$ cat src/rtl/pviu_regs.vh
`ifndef PVIU_REGS_VH
`define PVIU_REGS_VH

// Source count and vector numbering (vector 1 is index 0)
`define PVIU_NSRC          11
`define PVIU_NIDX_W        4
// Source indices
`define PVIU_SRC_BUS       0
`define PVIU_SRC_T128      1
`define PVIU_SRC_T1024     2
`define PVIU_SRC_EP0       3
`define PVIU_SRC_EP1       4
`define PVIU_SRC_EP2       5
`define PVIU_SRC_SPI       6
`define PVIU_SRC_CAPA      7
`define PVIU_SRC_CAPB      8
`define PVIU_SRC_GPIO      9
`define PVIU_SRC_WAKE      10
// Vector table
`define PVIU_RESET_VEC     13'h0000
`define PVIU_VEC_BASE      13'h0002
`define PVIU_VEC_STRIDE    13'h0002
`define PVIU_ADDR_W        13
// Status register bit positions
`define PVIU_PSC_IRQ_PEND  7
`define PVIU_PSC_GIE       2
// Reset values
`define PVIU_ENA_RST       11'h000
`define PVIU_PEND_RST      11'h000
`define PVIU_GIE_RST       1'b0

`endif

$ cat src/rtl/pviu_vec_rom.v
`timescale 1ns/1ps
// Vector address table, registered read
module pviu_vec_rom (
    ref_clk,
    rst_q_b,
    rd_en,
    rd_idx,
    rd_addr
);
`include "pviu_regs.vh"
    input  wire                      ref_clk;
    input  wire                      rst_q_b;
    input  wire                      rd_en;
    input  wire [`PVIU_NIDX_W-1:0]   rd_idx;
    output reg  [`PVIU_ADDR_W-1:0]   rd_addr;

    always @(posedge ref_clk or negedge rst_q_b) begin
        if (!rst_q_b) begin
            rd_addr <= `PVIU_RESET_VEC;
        end else if (rd_en) begin
            case (rd_idx)
                4'h0:    rd_addr <= 13'h0002;
                4'h1:    rd_addr <= 13'h0004;
                4'h2:    rd_addr <= 13'h0006;
                4'h3:    rd_addr <= 13'h0008;
                4'h4:    rd_addr <= 13'h000a;
                4'h5:    rd_addr <= 13'h000c;
                4'h6:    rd_addr <= 13'h000e;
                4'h7:    rd_addr <= 13'h0010;
                4'h8:    rd_addr <= 13'h0012;
                4'h9:    rd_addr <= 13'h0014;
                4'ha:    rd_addr <= 13'h0016;
                default: rd_addr <= `PVIU_RESET_VEC;
            endcase
        end
    end

endmodule

$ cat src/rtl/pviu_ctrl.v
`timescale 1ns/1ps
// Notes on behaviour
// All listed sources interrupt, each maskable.
// Enable bit one enables its source.
// Reset clears enables and global enable.
// One pending flop per source, set on event.
// Pending cleared only by service or reset.
// Request needs pending and its enable.
// Highest request serviced at instruction boundary.
// Clear global, clear pending, then call.
// Global enable visible at status bit 2.
// Call pushes PC, carry and zero.
// Return restores PC, flags; sets global enable.
// Mask/unmask ops touch only global enable.
// Nesting allowed; depth bounded by stack.
// Status bit 7 reports any enabled pending while global enable is clear.
// Fixed priority, vector 1 highest, 11 lowest.
// Fetch starts at address zero after reset.
// Each vector entry is two bytes.
// Vectors 1..8 at 0x0002 through 0x0010.
// Capture rise/fall events share one request.
// Vectors 9..11 continue table, wake-up last.
// Only the single highest request acknowledged.
module pviu_ctrl (
    ref_clk,
    rst_b,
    bus_evt,
    t128_evt,
    t1024_evt,
    ep_evt,
    spi_evt,
    capa_rise_evt,
    capa_fall_evt,
    capb_rise_evt,
    capb_fall_evt,
    gpio_evt,
    wake_evt,
    glob_ena_wr,
    glob_ena_wdata,
    ep_ena_wr,
    ep_ena_wdata,
    instr_done,
    mask_all_op,
    unmask_all_op,
    return_from_handler,
    pc_in,
    carry_flag,
    zero_flag,
    pop_data,
    ack_pulse,
    ack_addr,
    push_valid,
    push_data,
    restore_valid,
    restore_pc,
    restore_carry,
    restore_zero,
    glob_ena_q,
    ep_ena_q,
    pend_q,
    psc_status,
    fetch_addr
);
`include "pviu_regs.vh"
    input  wire                      ref_clk;
    input  wire                      rst_b;
    input  wire                      bus_evt;
    input  wire                      t128_evt;
    input  wire                      t1024_evt;
    input  wire [2:0]                ep_evt;
    input  wire                      spi_evt;
    input  wire                      capa_rise_evt;
    input  wire                      capa_fall_evt;
    input  wire                      capb_rise_evt;
    input  wire                      capb_fall_evt;
    input  wire                      gpio_evt;
    input  wire                      wake_evt;
    input  wire                      glob_ena_wr;
    input  wire [7:0]                glob_ena_wdata;
    input  wire                      ep_ena_wr;
    input  wire [2:0]                ep_ena_wdata;
    input  wire                      instr_done;
    input  wire                      mask_all_op;
    input  wire                      unmask_all_op;
    input  wire                      return_from_handler;
    input  wire [`PVIU_ADDR_W-1:0]   pc_in;
    input  wire                      carry_flag;
    input  wire                      zero_flag;
    input  wire [`PVIU_ADDR_W+1:0]   pop_data;
    output reg                       ack_pulse;
    output wire [`PVIU_ADDR_W-1:0]   ack_addr;
    output reg                       push_valid;
    output reg  [`PVIU_ADDR_W+1:0]   push_data;
    output reg                       restore_valid;
    output reg  [`PVIU_ADDR_W-1:0]   restore_pc;
    output reg                       restore_carry;
    output reg                       restore_zero;
    output reg                       glob_ena_q;
    output reg  [2:0]                ep_ena_q;
    output reg  [`PVIU_NSRC-1:0]     pend_q;
    output wire [7:0]                psc_status;
    output reg  [`PVIU_ADDR_W-1:0]   fetch_addr;

    reg                              rst_s1_q;
    reg                              rst_q;
    reg  [6:0]                       gena_q;
    reg                              fetch_vld_q;
    reg  [`PVIU_NSRC-1:0]            evt_vec;
    reg  [`PVIU_NSRC-1:0]            ena_vec;
    wire [`PVIU_NSRC-1:0]            req_vec;
    wire [`PVIU_NSRC-1:0]            grant;
    wire [`PVIU_NIDX_W-1:0]          grant_idx;
    wire                             take;
    reg  [7:0]                       psc_comb;

    // Lowest index wins: vector 1 highest
    function [`PVIU_NSRC-1:0] pick_first;
        input [`PVIU_NSRC-1:0] r;
        integer i;
        reg     found;
        begin
            pick_first = {`PVIU_NSRC{1'b0}};
            found = 1'b0;
            for (i = 0; i < `PVIU_NSRC; i = i + 1) begin
                if (r[i] && !found) begin
                    pick_first[i] = 1'b1;
                    found = 1'b1;
                end
            end
        end
    endfunction

    // Index of a one-hot grant; zero when idle
    function [`PVIU_NIDX_W-1:0] onehot_idx;
        input [`PVIU_NSRC-1:0] g;
        integer i;
        begin
            onehot_idx = {`PVIU_NIDX_W{1'b0}};
            for (i = 0; i < `PVIU_NSRC; i = i + 1) begin
                if (g[i]) begin
                    onehot_idx = i[`PVIU_NIDX_W-1:0];
                end
            end
        end
    endfunction

    // Reset release through two flops
    always @(posedge ref_clk or negedge rst_b) begin
        if (!rst_b) begin
            rst_s1_q <= 1'b0;
            rst_q    <= 1'b0;
        end else begin
            rst_s1_q <= 1'b1;
            rst_q    <= rst_s1_q;
        end
    end

    // One event line per pending flop
    always @* begin
        evt_vec                     = {`PVIU_NSRC{1'b0}};
        evt_vec[`PVIU_SRC_BUS]      = bus_evt;
        evt_vec[`PVIU_SRC_T128]     = t128_evt;
        evt_vec[`PVIU_SRC_T1024]    = t1024_evt;
        evt_vec[`PVIU_SRC_EP0]      = ep_evt[0];
        evt_vec[`PVIU_SRC_EP1]      = ep_evt[1];
        evt_vec[`PVIU_SRC_EP2]      = ep_evt[2];
        evt_vec[`PVIU_SRC_SPI]      = spi_evt;
        evt_vec[`PVIU_SRC_CAPA]     = capa_rise_evt | capa_fall_evt;
        evt_vec[`PVIU_SRC_CAPB]     = capb_rise_evt | capb_fall_evt;
        evt_vec[`PVIU_SRC_GPIO]     = gpio_evt;
        evt_vec[`PVIU_SRC_WAKE]     = wake_evt;
    end

    // Global register bits: bus,t128,t1024,spi,capture(A+B),gpio,wake
    always @* begin
        ena_vec                     = {`PVIU_NSRC{1'b0}};
        ena_vec[`PVIU_SRC_BUS]      = gena_q[0];
        ena_vec[`PVIU_SRC_T128]     = gena_q[1];
        ena_vec[`PVIU_SRC_T1024]    = gena_q[2];
        ena_vec[`PVIU_SRC_EP0]      = ep_ena_q[0];
        ena_vec[`PVIU_SRC_EP1]      = ep_ena_q[1];
        ena_vec[`PVIU_SRC_EP2]      = ep_ena_q[2];
        ena_vec[`PVIU_SRC_SPI]      = gena_q[3];
        ena_vec[`PVIU_SRC_CAPA]     = gena_q[4];
        ena_vec[`PVIU_SRC_CAPB]     = gena_q[4];
        ena_vec[`PVIU_SRC_GPIO]     = gena_q[5];
        ena_vec[`PVIU_SRC_WAKE]     = gena_q[6];
    end

    assign req_vec   = pend_q & ena_vec;
    // Global gate applies only at an instruction boundary
    assign take      = instr_done && glob_ena_q && (|req_vec);
    assign grant     = take ? pick_first(req_vec) : {`PVIU_NSRC{1'b0}};
    assign grant_idx = onehot_idx(grant);

    // Enable registers
    always @(posedge ref_clk or negedge rst_q) begin
        if (!rst_q) begin
            gena_q   <= 7'h00;
            ep_ena_q <= 3'h0;
        end else begin
            if (glob_ena_wr) begin
                // Bit 7 of the write is spare
                gena_q <= glob_ena_wdata[6:0];
            end
            if (ep_ena_wr) begin
                ep_ena_q <= ep_ena_wdata;
            end
        end
    end

    // Pending flops; a new event in the grant cycle wins
    always @(posedge ref_clk or negedge rst_q) begin
        if (!rst_q) begin
            pend_q <= `PVIU_PEND_RST;
        end else begin
            pend_q <= (pend_q & ~grant) | evt_vec;
        end
    end

    // Global enable
    // Service outranks mask and unmask so a handler starts masked
    always @(posedge ref_clk or negedge rst_q) begin
        if (!rst_q) begin
            glob_ena_q <= `PVIU_GIE_RST;
        end else if (take) begin
            glob_ena_q <= 1'b0;
        end else if (mask_all_op) begin
            glob_ena_q <= 1'b0;
        end else if (unmask_all_op || return_from_handler) begin
            glob_ena_q <= 1'b1;
        end
    end

    // Vector lookup, registered
    pviu_vec_rom u_vec_rom (
        .ref_clk (ref_clk),
        .rst_q_b (rst_q),
        .rd_en   (take),
        .rd_idx  (grant_idx),
        .rd_addr (ack_addr)
    );

    // Call sequencing: push and ack one cycle after grant, fetch redirect one cycle later
    always @(posedge ref_clk or negedge rst_q) begin
        if (!rst_q) begin
            ack_pulse  <= 1'b0;
            push_valid <= 1'b0;
            push_data  <= {(`PVIU_ADDR_W+2){1'b0}};
        end else begin
            ack_pulse  <= take;
            push_valid <= take;
            if (take) begin
                push_data <= {carry_flag, zero_flag, pc_in};
            end
        end
    end

    // Restore path from stack on return
    always @(posedge ref_clk or negedge rst_q) begin
        if (!rst_q) begin
            restore_valid <= 1'b0;
            restore_pc    <= {`PVIU_ADDR_W{1'b0}};
            restore_carry <= 1'b0;
            restore_zero  <= 1'b0;
        end else begin
            restore_valid <= return_from_handler;
            if (return_from_handler) begin
                restore_pc    <= pop_data[`PVIU_ADDR_W-1:0];
                restore_carry <= pop_data[`PVIU_ADDR_W+1];
                restore_zero  <= pop_data[`PVIU_ADDR_W];
            end
        end
    end

    // Fetch start after reset
    // Vector address lands in fetch_addr one cycle after ack_pulse, two after grant
    always @(posedge ref_clk or negedge rst_q) begin
        if (!rst_q) begin
            fetch_addr  <= `PVIU_RESET_VEC;
            fetch_vld_q <= 1'b0;
        end else begin
            fetch_vld_q <= 1'b1;
            if (!fetch_vld_q) begin
                fetch_addr <= `PVIU_RESET_VEC;
            end else if (ack_pulse) begin
                fetch_addr <= ack_addr;
            end
        end
    end

    // Status byte; bits owned by other blocks read zero here
    always @* begin
        psc_comb                     = 8'h00;
        psc_comb[`PVIU_PSC_IRQ_PEND] = (|req_vec) & ~glob_ena_q;
        psc_comb[`PVIU_PSC_GIE]      = glob_ena_q;
    end

    assign psc_status = psc_comb;

endmodule

$ cat config.mk
export PLATFORM = sky130hd
export DESIGN_NAME = pviu_ctrl
export DESIGN_NICKNAME = d
export VERILOG_FILES = /design/src/rtl/pviu_vec_rom.v /design/src/rtl/pviu_ctrl.v
export VERILOG_INCLUDE_DIRS = /design/src /design/src/rtl
export SDC_FILE = /design/constraint.sdc
export NUM_CORES = 1
export LEC_CHECK = 0
export BUFFER_PORTS_ARGS = -buffer_cell sky130_fd_sc_hd__buf_4
export CAP_MARGIN = 20
export CORE_MARGIN = 2
export CORE_UTILIZATION = 30
export CTS_CLUSTER_DIAMETER = 60
export DETAILED_ROUTE_END_ITERATION = 7
export GPL_TIMING_DRIVEN = 0
export PLACE_DENSITY = 0.54
export SKIP_LAST_GASP = 1
export SLEW_MARGIN = 30
export SYNTH_ARGS = -nofsm -noshare
export SYNTH_HDL_FRONTEND = slang
export SYNTH_SLANG_ARGS = --single-unit
$ cat constraint.sdc
create_clock -name ref_clk -period 3.01 [get_ports ref_clk]
set_clock_uncertainty 0.15 [all_clocks]
set_input_delay 0.602 -clock ref_clk [delete_from_list [all_inputs] [get_ports ref_clk]]
set_output_delay 0.602 -clock ref_clk [all_outputs]
set_load 0.01 [all_outputs]
# Word-level counts from Yosys, hierarchy flattened
# Memories as Yosys holds them, arrays and structs flattened. A register that Yosys moved wholly into a read port is not among the register bits.
# Cells that the tools add are included.
[classes]
n_reduce_logical = 26
n_eq_ne = 1
muxes = 36
bitwise_logic = 8
[ops]
columns = ["operator", "count"]
rows = [
  ["4-bit two-way mux", 9],
  ["13-bit two-way mux", 2],
  ["1-bit two-way mux", 24],
  ["11-bit AND", 2],
  ["1-bit logical AND", 12],
  ["1-bit logical NOT", 11],
  ["11-bit two-way mux", 1],
  ["11-bit inverter", 1],
  ["11-bit OR", 1],
  ["11-bit OR reduction", 1],
  ["3-bit nonzero test", 1],
  ["2-bit inequality test (second input constant)", 1],
  ["1-bit OR", 2],
  ["1-bit AND", 1],
  ["1-bit logical OR", 1],
  ["1-bit inverter", 1],
]
[word_totals]
mem_count = 1
input_bits = 62
register_bits = 83
mem_bits_ro = 64
elab_cells = 87
[memory_table]
columns = ["name", "depth", "width", "read_ports", "rd_clocked_by_memory_dff", "wr", "line_no", "source"]
rows = [
  ["(name not given)", 16, 4, 1, 1, 0, "pviu_vec_rom.v:21", "case (rd_idx)"],
]

# Depth between registers and ports, before layout
# Gate-level depths: netlist of run 1.
[logic_depth]
ltp_word = 43
ltp_mapped = 8

# Modules after synthesis
# A second synthesis of run 1 with hierarchy kept.
[hier_totals]
hier_cells = 240
area_unflattened_um2 = 3203.1
[by_module_without_submodules]
columns = ["module", "area_per_inst_um2", "seq_area_each_um2", "n_inst", "cells_per_inst"]
rows = [
  ["pviu_ctrl", 2916.5, 1751.7, 1, 210],
  ["pviu_vec_rom", 286.5, 100.1, 1, 30],
]

# Worst setup path before layout of run 1
# No wires, ideal clock.
[synth_path]
kind = "register -> register"
from = "register pend_q[4]"
to = "register u_vec_rom.rd_addr[3]"
t_arrival_ns = 2.316
required_ns = 2.756
path_stages_with_launch = 9
setup_ns = 0.104
path_slack_ns = 0.440
path_cell_list = "dfrtp_1 > a222oi_1 > nand2_1 > o21ai_2 > buf_2 > o21bai_1 > ha_1 > and3_1 > o41ai_2"
[synth_between]
elab_chain_len = 23
[synth_lines]
columns = ["element", "line_no", "source"]
rows = [
  ["start, declared", "pviu_ctrl.v:100", "output reg [`PVIU_NSRC-1:0] pend_q;"],
  ["start signal, assigned", "pviu_ctrl.v:215", "pend_q <= `PVIU_PEND_RST;"],
  ["start signal, assigned", "pviu_ctrl.v:217", "pend_q <= (pend_q & ~grant) | evt_vec;"],
  ["11-bit AND *", "pviu_ctrl.v:190", "assign req_vec = pend_q & ena_vec;"],
  ["1-bit logical AND", "pviu_ctrl.v:125", "if (r[i] && !found) begin"],
  ["1-bit two-way mux", "pviu_ctrl.v:125", ""],
  ["1-bit logical NOT", "pviu_ctrl.v:125", ""],
  ["1-bit logical AND", "pviu_ctrl.v:125", ""],
  ["1-bit two-way mux", "pviu_ctrl.v:125", ""],
  ["1-bit logical NOT", "pviu_ctrl.v:125", ""],
  ["1-bit logical AND", "pviu_ctrl.v:125", ""],
  ["(+7 left out)", "-", ""],
  ["1-bit logical NOT", "pviu_ctrl.v:125", ""],
  ["1-bit logical AND", "pviu_ctrl.v:125", ""],
  ["1-bit two-way mux", "pviu_ctrl.v:125", ""],
  ["1-bit logical NOT", "pviu_ctrl.v:125", ""],
  ["1-bit logical AND", "pviu_ctrl.v:125", ""],
  ["1-bit two-way mux", "pviu_ctrl.v:125", ""],
  ["11-bit two-way mux", "pviu_ctrl.v:193", "assign grant = take ? pick_first(req_vec) : {`PVIU_NSRC{1'b0}};"],
  ["4-bit two-way mux", "pviu_ctrl.v:140", "if (g[i]) begin"],
  ["end, declared", "pviu_vec_rom.v:15", "output reg [`PVIU_ADDR_W-1:0] rd_addr;"],
]
# Every way passes the cells marked *; elsewhere a longest branch is shown, timed or not.
# A chain may end at the register's enable or synchronous reset.

# Final worst setup path of run 1
[layout_path]
from = "register ep_ena_q[1]"
to = "register u_vec_rom.rd_addr[3]"
[layout_between]
elab_chain_len = 23
[layout_lines]
columns = ["element", "line_no", "source"]
rows = [
  ["start, declared", "pviu_ctrl.v:99", "output reg [2:0] ep_ena_q;"],
  ["start signal, assigned", "pviu_ctrl.v:207", "ep_ena_q <= ep_ena_wdata;"],
  ["11-bit AND *", "pviu_ctrl.v:190", ""],
  ["1-bit logical AND", "pviu_ctrl.v:125", ""],
  ["1-bit two-way mux", "pviu_ctrl.v:125", ""],
  ["1-bit logical NOT", "pviu_ctrl.v:125", ""],
  ["1-bit logical AND", "pviu_ctrl.v:125", ""],
  ["1-bit two-way mux", "pviu_ctrl.v:125", ""],
  ["1-bit logical NOT", "pviu_ctrl.v:125", ""],
  ["1-bit logical AND", "pviu_ctrl.v:125", ""],
  ["(+7 left out)", "-", ""],
  ["1-bit logical NOT", "pviu_ctrl.v:125", ""],
  ["1-bit logical AND", "pviu_ctrl.v:125", ""],
  ["1-bit two-way mux", "pviu_ctrl.v:125", ""],
  ["1-bit logical NOT", "pviu_ctrl.v:125", ""],
  ["1-bit logical AND", "pviu_ctrl.v:125", ""],
  ["1-bit two-way mux", "pviu_ctrl.v:125", ""],
  ["11-bit two-way mux", "pviu_ctrl.v:193", ""],
  ["4-bit two-way mux", "pviu_ctrl.v:140", ""],
]
# Marks and branches as above.

==> results of run 1 <==
## how the worst max path moves through the flow
stage / from / end / slack (ns) / depth (start not counted)
finish: ep_ena_q[1] / u_vec_rom.rd_addr[3] / 0.34 / 9
global route: ep_ena_q[1] / u_vec_rom.rd_addr[3] / 0.09 / 9
CTS: pend_q[1] / u_vec_rom.rd_addr[3] / 0.006 / 8
detailed placement: ep_ena_q[1] / u_vec_rom.rd_addr[3] / -0.07 / 8
global placement: ep_ena_q[1] / u_vec_rom.rd_addr[3] / -0.04 / 8
floorplan: pend_q[4] / u_vec_rom.rd_addr[3] / 0.44 / 8
## routing by layer
| metal | global-route usage, % | share of wire [%] |
|---|---|---|
| met1 | 17.2 | 44 |
| met2 | 21.5 | 46 |
| met3 | 4.42 | 8.5 |
| met4 | 4.68 | 1.1 |
| met5 | 0 | 0 |
## critical path, stage by stage, from the launching register on
cell and delay (ns):
dfrtp_1 0.44, a222oi_1 0.36, buf_4 0.18, nand2_1 0.10, o21ai_2 0.27, buf_2 0.28
o21bai_1 0.14, ha_1 0.23, and3_1 0.16, o41ai_2 0.26
## power by group
group,switching [mW],internal (mW)
Combinational,0.186,0.243
Sequential,0.0659,0.961
Clock,0.342,0.380
## cells by family after synthesis
| family | Yosys count |
|---|---|
| and+or+nand+nor | 91 |
| DFF | 65 |
| buffers and inverters | 36 |
| muxes | 29 |
| AOI/OAI and AO/OA | 28 |
| adders and majority gates | 2 |
| other | 2 |
## sequential cells by signal (all words and copies together) (netlist names), 3 cells and up
signal and count:
pend_q 11, restore_pc 13, u_vec_rom.rd_addr 4, push_data 15, ep_ena_q 3, fetch_addr 4, gena_q 7
## cell usage in the layout, fill, tap and decap left out, drive strengths merged, types with 2 or more instances in the layout
| cell type | instances |
|---|---|
| inv | 3 |
| nand2b | 2 |
| a222oi | 2 |
| clkinv | 3 |
| clkbuf | 13 |
| a21o | 8 |
| and3 | 2 |
| nand3 | 5 |
| o21ai | 6 |
| clkinvlp | 3 |
| nand4 | 3 |
| nor2b | 4 |
| mux2 | 24 |
| buf | 151 |
| mux2i | 5 |
| a22oi | 2 |
| ha | 2 |
| nor2 | 5 |
| conb | 26 |
| dfrtp | 65 |
| nor3 | 4 |
| nand2 | 63 |
| a21boi | 2 |
## cell type report
class / count / area [um2]
fill: 897 / 4990
sequential: 65 / 1630
multi-input combinational: 176 / 1050
timing repair buffer: 123 / 946
buffer: 33 / 234
tap: 111 / 139
clock buffer: 9 / 124
clock inverter: 7 / 71.3
inverter: 3 / 11.3
## metrics by stage
step	TNS (ns)	instance area (um2)	utilization, %	power [mW]	instances
4_1_cts	0	4190	45.6	2.22	525
3_3_place_gp	-0.0426	3940	42.8	1.46	505
3_5_place_dp	-0.117	3970	43.2	1.47	506
6_report	0	4200	45.7	2.18	527
2_1_floorplan	0	2920	-	1.24	277
5_1_grt	0	4200	45.7	2.31	527
## repair_timing
action	CTS	global route
hold buffers	1	0
endpoints found under the setup margin	2	2
pin swaps	1	1
buffers inserted	2	2
endpoints found under the hold margin	2	0
==> summary.txt, run 1 <==
Logic synthesis
  – Cell count after synthesis: 253
  – Compound-Gate Fraction of Synth Area: 7.56%
  – Synth top area cells: dfrtp_1 (57%), mux2_2 (9.5%), nand2_1 (8.4%)
  – Main combinational cell family by area after synthesis: simple AND/OR/NAND/NOR gates
  – Top-count cell post-synth: dfrtp_1
  – Synth Area in Simple Gates: between 10% and 20%
  – Main synth FF type: dfrtp_1
  – Post-Synth XOR/XNOR Area: 0%
  – Synth Area in Adders: 0.884%
  – Mean Syn Cell Area: 11.2 um2
  – Post-synth top cells: dfrtp_1 (65), nand2_1 (63), buf_4 (27), mux2_2 (24), a21o_1 (8)
  – Number of flops mapped to enable cells by yosys: 0
  – Mux cell area share after synthesis: 11.3%
  – Post-synthesis async set-or-reset flop share: 100%
  – Cell taking the most area after synthesis: dfrtp_1
  – Cell Area, Synth: 2830 um2
  – #FFs+latches synth: 65
  – Post-synth cell types: 36
  – YS warnings: 0
  – Yosys top cell area share: around 57%
  – Seq/Total Area, Yosys: 57.5%

Clock tree
  – CTS tree: built
  – Clk buf depth: 2
  – Reg clk slew, reported paths: 0.07 ns
  – CTS Sinks: 65
  – PostCTS Resize Cnt: 0
  – Clk_lat worst skew: between 0.3 and 0.4 ns
  – CTS HTree Levels: 3
  – Cts bufs inserted: 9
  – CTS Root Cell: clkbuf_8

Worst setup path
  – Reg-to-reg endpoint: u_vec_rom.rd_addr[3]
  – Data required time at the worst endpoint: 3.09 ns
  – CP endpoint kind: flop
  – Worst setup path class: flop to flop
  – Worst R2R Start: ep_ena_q[1]
  – Worst reg-to-reg path cell count: 9
  – Worst Path Max Fanout: 10
  – R2R setup slack: approximately 0.34 ns
  – Startpoint Class: flop
  – CP arrival: 2.76 ns

Floorplan
  – # rows: 35
  – Die X: roughly 100 um
  – Initial Util: between 30% and 40%
  – I/O Pins: 144
  – Core Area: between 9000 and 10000 um2
  – Die Height: 101 um
  – Die ar.: 10200 um2

GRT
  – Vias in the first global route: 2309
  – First-pass GRT wire length: 10800 um
  – Largest net degree at the start of global routing: 44
  – Initial antenna violation count: 0
  – GRT Overall Usage: roughly 13%
  – Grt total ovfl: 0

Power and ir drop
  – Power per Cell Area: 518 nW/um2
  – Maximum VDD drop: roughly 0.00028 V
  – Pleak: 2.11 nW

Routing
  – WL/cell: 12.8 um
  – Post-DRT Antenna Nets: 0
  – Initial drt markers: 66
  – Vias: around 2300
  – Drt pass-1 iters: 4
  – Via density: 4.40
  – Post-Route WL: 6760 um
  – DR DRC count: 0

Place
  – DP HPWL: between 5000 and 6000 um
  – Port buffer count: 117
  – Gp weighted congestion: 0.757
  – Pre-CTS WS: -0.0705 ns

STA
  – WHS: roughly 0.076 ns
  – Final Critical Period: 2.67 ns
  – Worst-Margin Slew: ~0.6 ns
  – Min setup slack post-route: around 0.34 ns
  – Max_slew headroom: about 60%
  – RSZ-0062 raised after global routing: no
  – Period utilisation layout: 88.8%
  – Slew Viols, Final: 0
  – Max Clk Rate: roughly 0.37 GHz
  – Final setup viols: 0
  – Final Hold Fails: 0

Layout
  – Diodes inserted: 0
  – Share of cells above drive strength 1: roughly 47%
  – # nets final: 475
  – P&R area growth vs syn: 48.5%

Run
  – Maxcap violations: 0

Outcome
  – Outcome: complete, no violations

Hold path
  – HP Class: flop to async pin
Note: power is estimated with default switching activity, not from simulation.
==> run 2, diff against run 1 <==
--- a/config.mk
+++ b/config.mk
@@ -6,14 +6,17 @@
 export SDC_FILE = /design/constraint.sdc
 export NUM_CORES = 1
 export LEC_CHECK = 0
+export ABC_CLOCK_PERIOD_IN_PS = 3010
 export BUFFER_PORTS_ARGS = -buffer_cell sky130_fd_sc_hd__buf_4
 export CAP_MARGIN = 20
 export CORE_MARGIN = 2
 export CORE_UTILIZATION = 30
 export CTS_CLUSTER_DIAMETER = 60
+export CTS_CLUSTER_SIZE = 12
 export DETAILED_ROUTE_END_ITERATION = 7
 export GPL_TIMING_DRIVEN = 0
 export PLACE_DENSITY = 0.54
+export REMOVE_ABC_BUFFERS = 1
 export SKIP_LAST_GASP = 1
 export SLEW_MARGIN = 30
 export SYNTH_ARGS = -nofsm -noshare
==> run 2 against run 1 <==
  * Total power up 3.9%
  * Sequential cell count stayed put
  * Sequential power about the same
  * Die area unchanged
  * Worst hold slack better by 0.036 ns
  * Clock-buffer cell count rose by 1
  * Clock power grew 16%
  * Critical path depth is 1 lower
  * Register-to-register slack got worse by 0.09 ns
  * Largest cell class unchanged
  * Routed wire length is 1.4% higher
  * Sequential share of layout area up 1.9 points
==> summary.txt, run 2 (synthesized netlist as in run 1, its figures left out) <==
STA
  – Final Hold Fails: 0
  – Period utilisation layout: roughly nine tenths
  – Final Critical Period: roughly 2.8 ns
  – Worst-Margin Slew: 0.524 ns
  – Final setup viols: 0
  – RSZ-0062 raised after global routing: no
  – Slew Viols, Final: 0
  – Max_slew headroom: approximately two thirds
  – Max Clk Rate: 0.363 GHz
  – Setup TNS: 0 ns

GRT
  – Largest net degree at the start of global routing: 37
  – Initial antenna violation count: 0
  – First-pass GRT wire length: between 10000 and 15000 um
  – Vias in the first global route: 2225
  – GRT Overall Usage: 14.2%
  – Grt total ovfl: 0

Layout
  – Share of cells above drive strength 1: between 40% and 50%
  – Diodes inserted: 0
  – Max reg flops: 15
  – Largest Register: push_data
  – Finished Layout Cells: between 400 and 500
  – Commonest cells after routing, fill and taps aside: buf_4 (121), dfrtp_1 (64), nand2_1 (63)
  – # nets final: around 440
  – Commonest non-fill, non-tap cell in the layout: buf_4
  – Filler instances: roughly 900
  – Largest regs: push_data (15), restore_pc (13), pend_q (11)
  – P&R area growth vs syn: 41.7%

Worst setup path
  – Startpoint Class: flop
  – CP endpoint kind: flop
  – CP arrival: 2.85 ns
  – Crit path buffers/inverters: 0
  – Worst setup path class: flop to flop
  – Critical-path top delay cell: and2_0
  – CP top delay family: simple AND/OR/NAND/NOR gates
  – Slowest cell delay on critical path: 0.48 ns
  – Worst Path Max Fanout: 7
  – Crit path cell chain: and2_0 -> nand3_1 -> nor3_1 -> nand4_1 -> o2111ai_1 -> ha_1 -> nor2_1 -> o41ai_2
  – Data required time at the worst endpoint: between 3 and 4 ns

Clock tree
  – Cts bufs inserted: 9
  – Clk buf depth: 2
  – CTS Root Cell: clkbuf_8
  – Reg clk slew, reported paths: 0.08 ns
  – CTS HTree Levels: 3
  – Clk_lat worst skew: between 0.3 and 0.4 ns
  – CTS Sinks: 65
  – CTS tree: built

Routing
  – DR DRC count: 0
  – Initial drt markers: just over 60
  – Post-DRT Antenna Nets: 0
  – Vias: 2217
  – Via density: 4.48
  – WL/cell: approximately 14 um
  – Post-Route WL: 6850 um
  – Drt pass-1 iters: 4

Run
  – Maxcap violations: 0

Place
  – Placed instance count: approximately 470
  – DP HPWL: 4920 um
  – Gp weighted congestion: ~0.71
  – Port buffer count: 118

Floorplan
  – I/O Pins: 144
  – Initial Util: 30.8%
  – # rows: 35
  – Die Height: a little over 100 um
  – Die ar.: 10200 um2
  – Core Area: 9200 um2
  – Die X: 101 um

Outcome
  – Outcome: complete, no violations

Power and ir drop
  – Maximum VDD drop: 0.000215 V
  – Power per Cell Area: 564 nW/um2
  – Pleak: 1.97 nW

Hold path
  – HP Class: flop to async pin
## run 2: cell types whose count changed in the layout (fill, tap and decap cells not counted), sizes merged
cell      change
buf          -29
bufinv        +1
clkbuf        -3
clkinv        -1
clkinvlp      -2
inv           +1
o21ai         +1
## run 2: per-stage QoR
step	util, %	hold slack, ns	area (um2)	power [mW]	worst slack (ns)
CTS	43.6	0.132	4010	2.30	0.219
global placement	40.4	0.186	3710	1.43	-0.420
detailed placement	40.7	0.122	3740	1.44	-0.165
global route	43.6	0.156	4010	2.39	0.0245
finish	43.6	0.112	4010	2.26	0.252
floorplan	-	0.156	2690	1.20	0.192
## run 2: timing repair
action	4_1_cts	5_1_grt
setup endpoints to repair	2	0
hold endpoints to repair	2	0
hold buffers	1	0
setup buffers	3	0
gates resized for setup	0	0
## run 2: worst paths after layout
check,start,end,slack [ns],depth (start not counted)
hold / removal,rst_q,gena_q[6],0.11,0
min in group ref_clk,rst_s1_q,rst_q,0.20,0
max in group asynchronous,rst_q,push_data[8],2.06,1
setup reg to reg,glob_ena_q,u_vec_rom.rd_addr[3],0.25,8
hold reg to reg,rst_q,gena_q[6],0.11,0
setup / recovery,glob_ena_q,u_vec_rom.rd_addr[3],0.25,8
## run 2: final cells by class
cell class / instances / area (um2) / share of cell area, %
sequential: 65 / 1630 / 40.6
multi-input combinational: 177 / 1060 / 26.5
timing repair buffer: 123 / 938 / 23.4
tap: 111 / 139 / 3.46
clock buffer: 10 / 138 / 3.43
clock inverter: 6 / 90.1 / 2.25
inverter: 3 / 11.3 / 0.281
## run 2: per-layer routing
layer / routed length (um) / share of wire (%) / track usage [%]
met5: 0 / 0 / 0
met4: 137 / 2.0 / 7.07
met3: 452 / 6.6 / 3.59
met2: 3330 / 49 / 22.9
met1: 2930 / 43 / 17.7
## run 2: where the power goes
group	leakage [nW]	switching [mW]	internal (mW)
clock network	0.113	0.349	0.492
registers	0.756	0.0677	0.960
logic	1.10	0.178	0.216
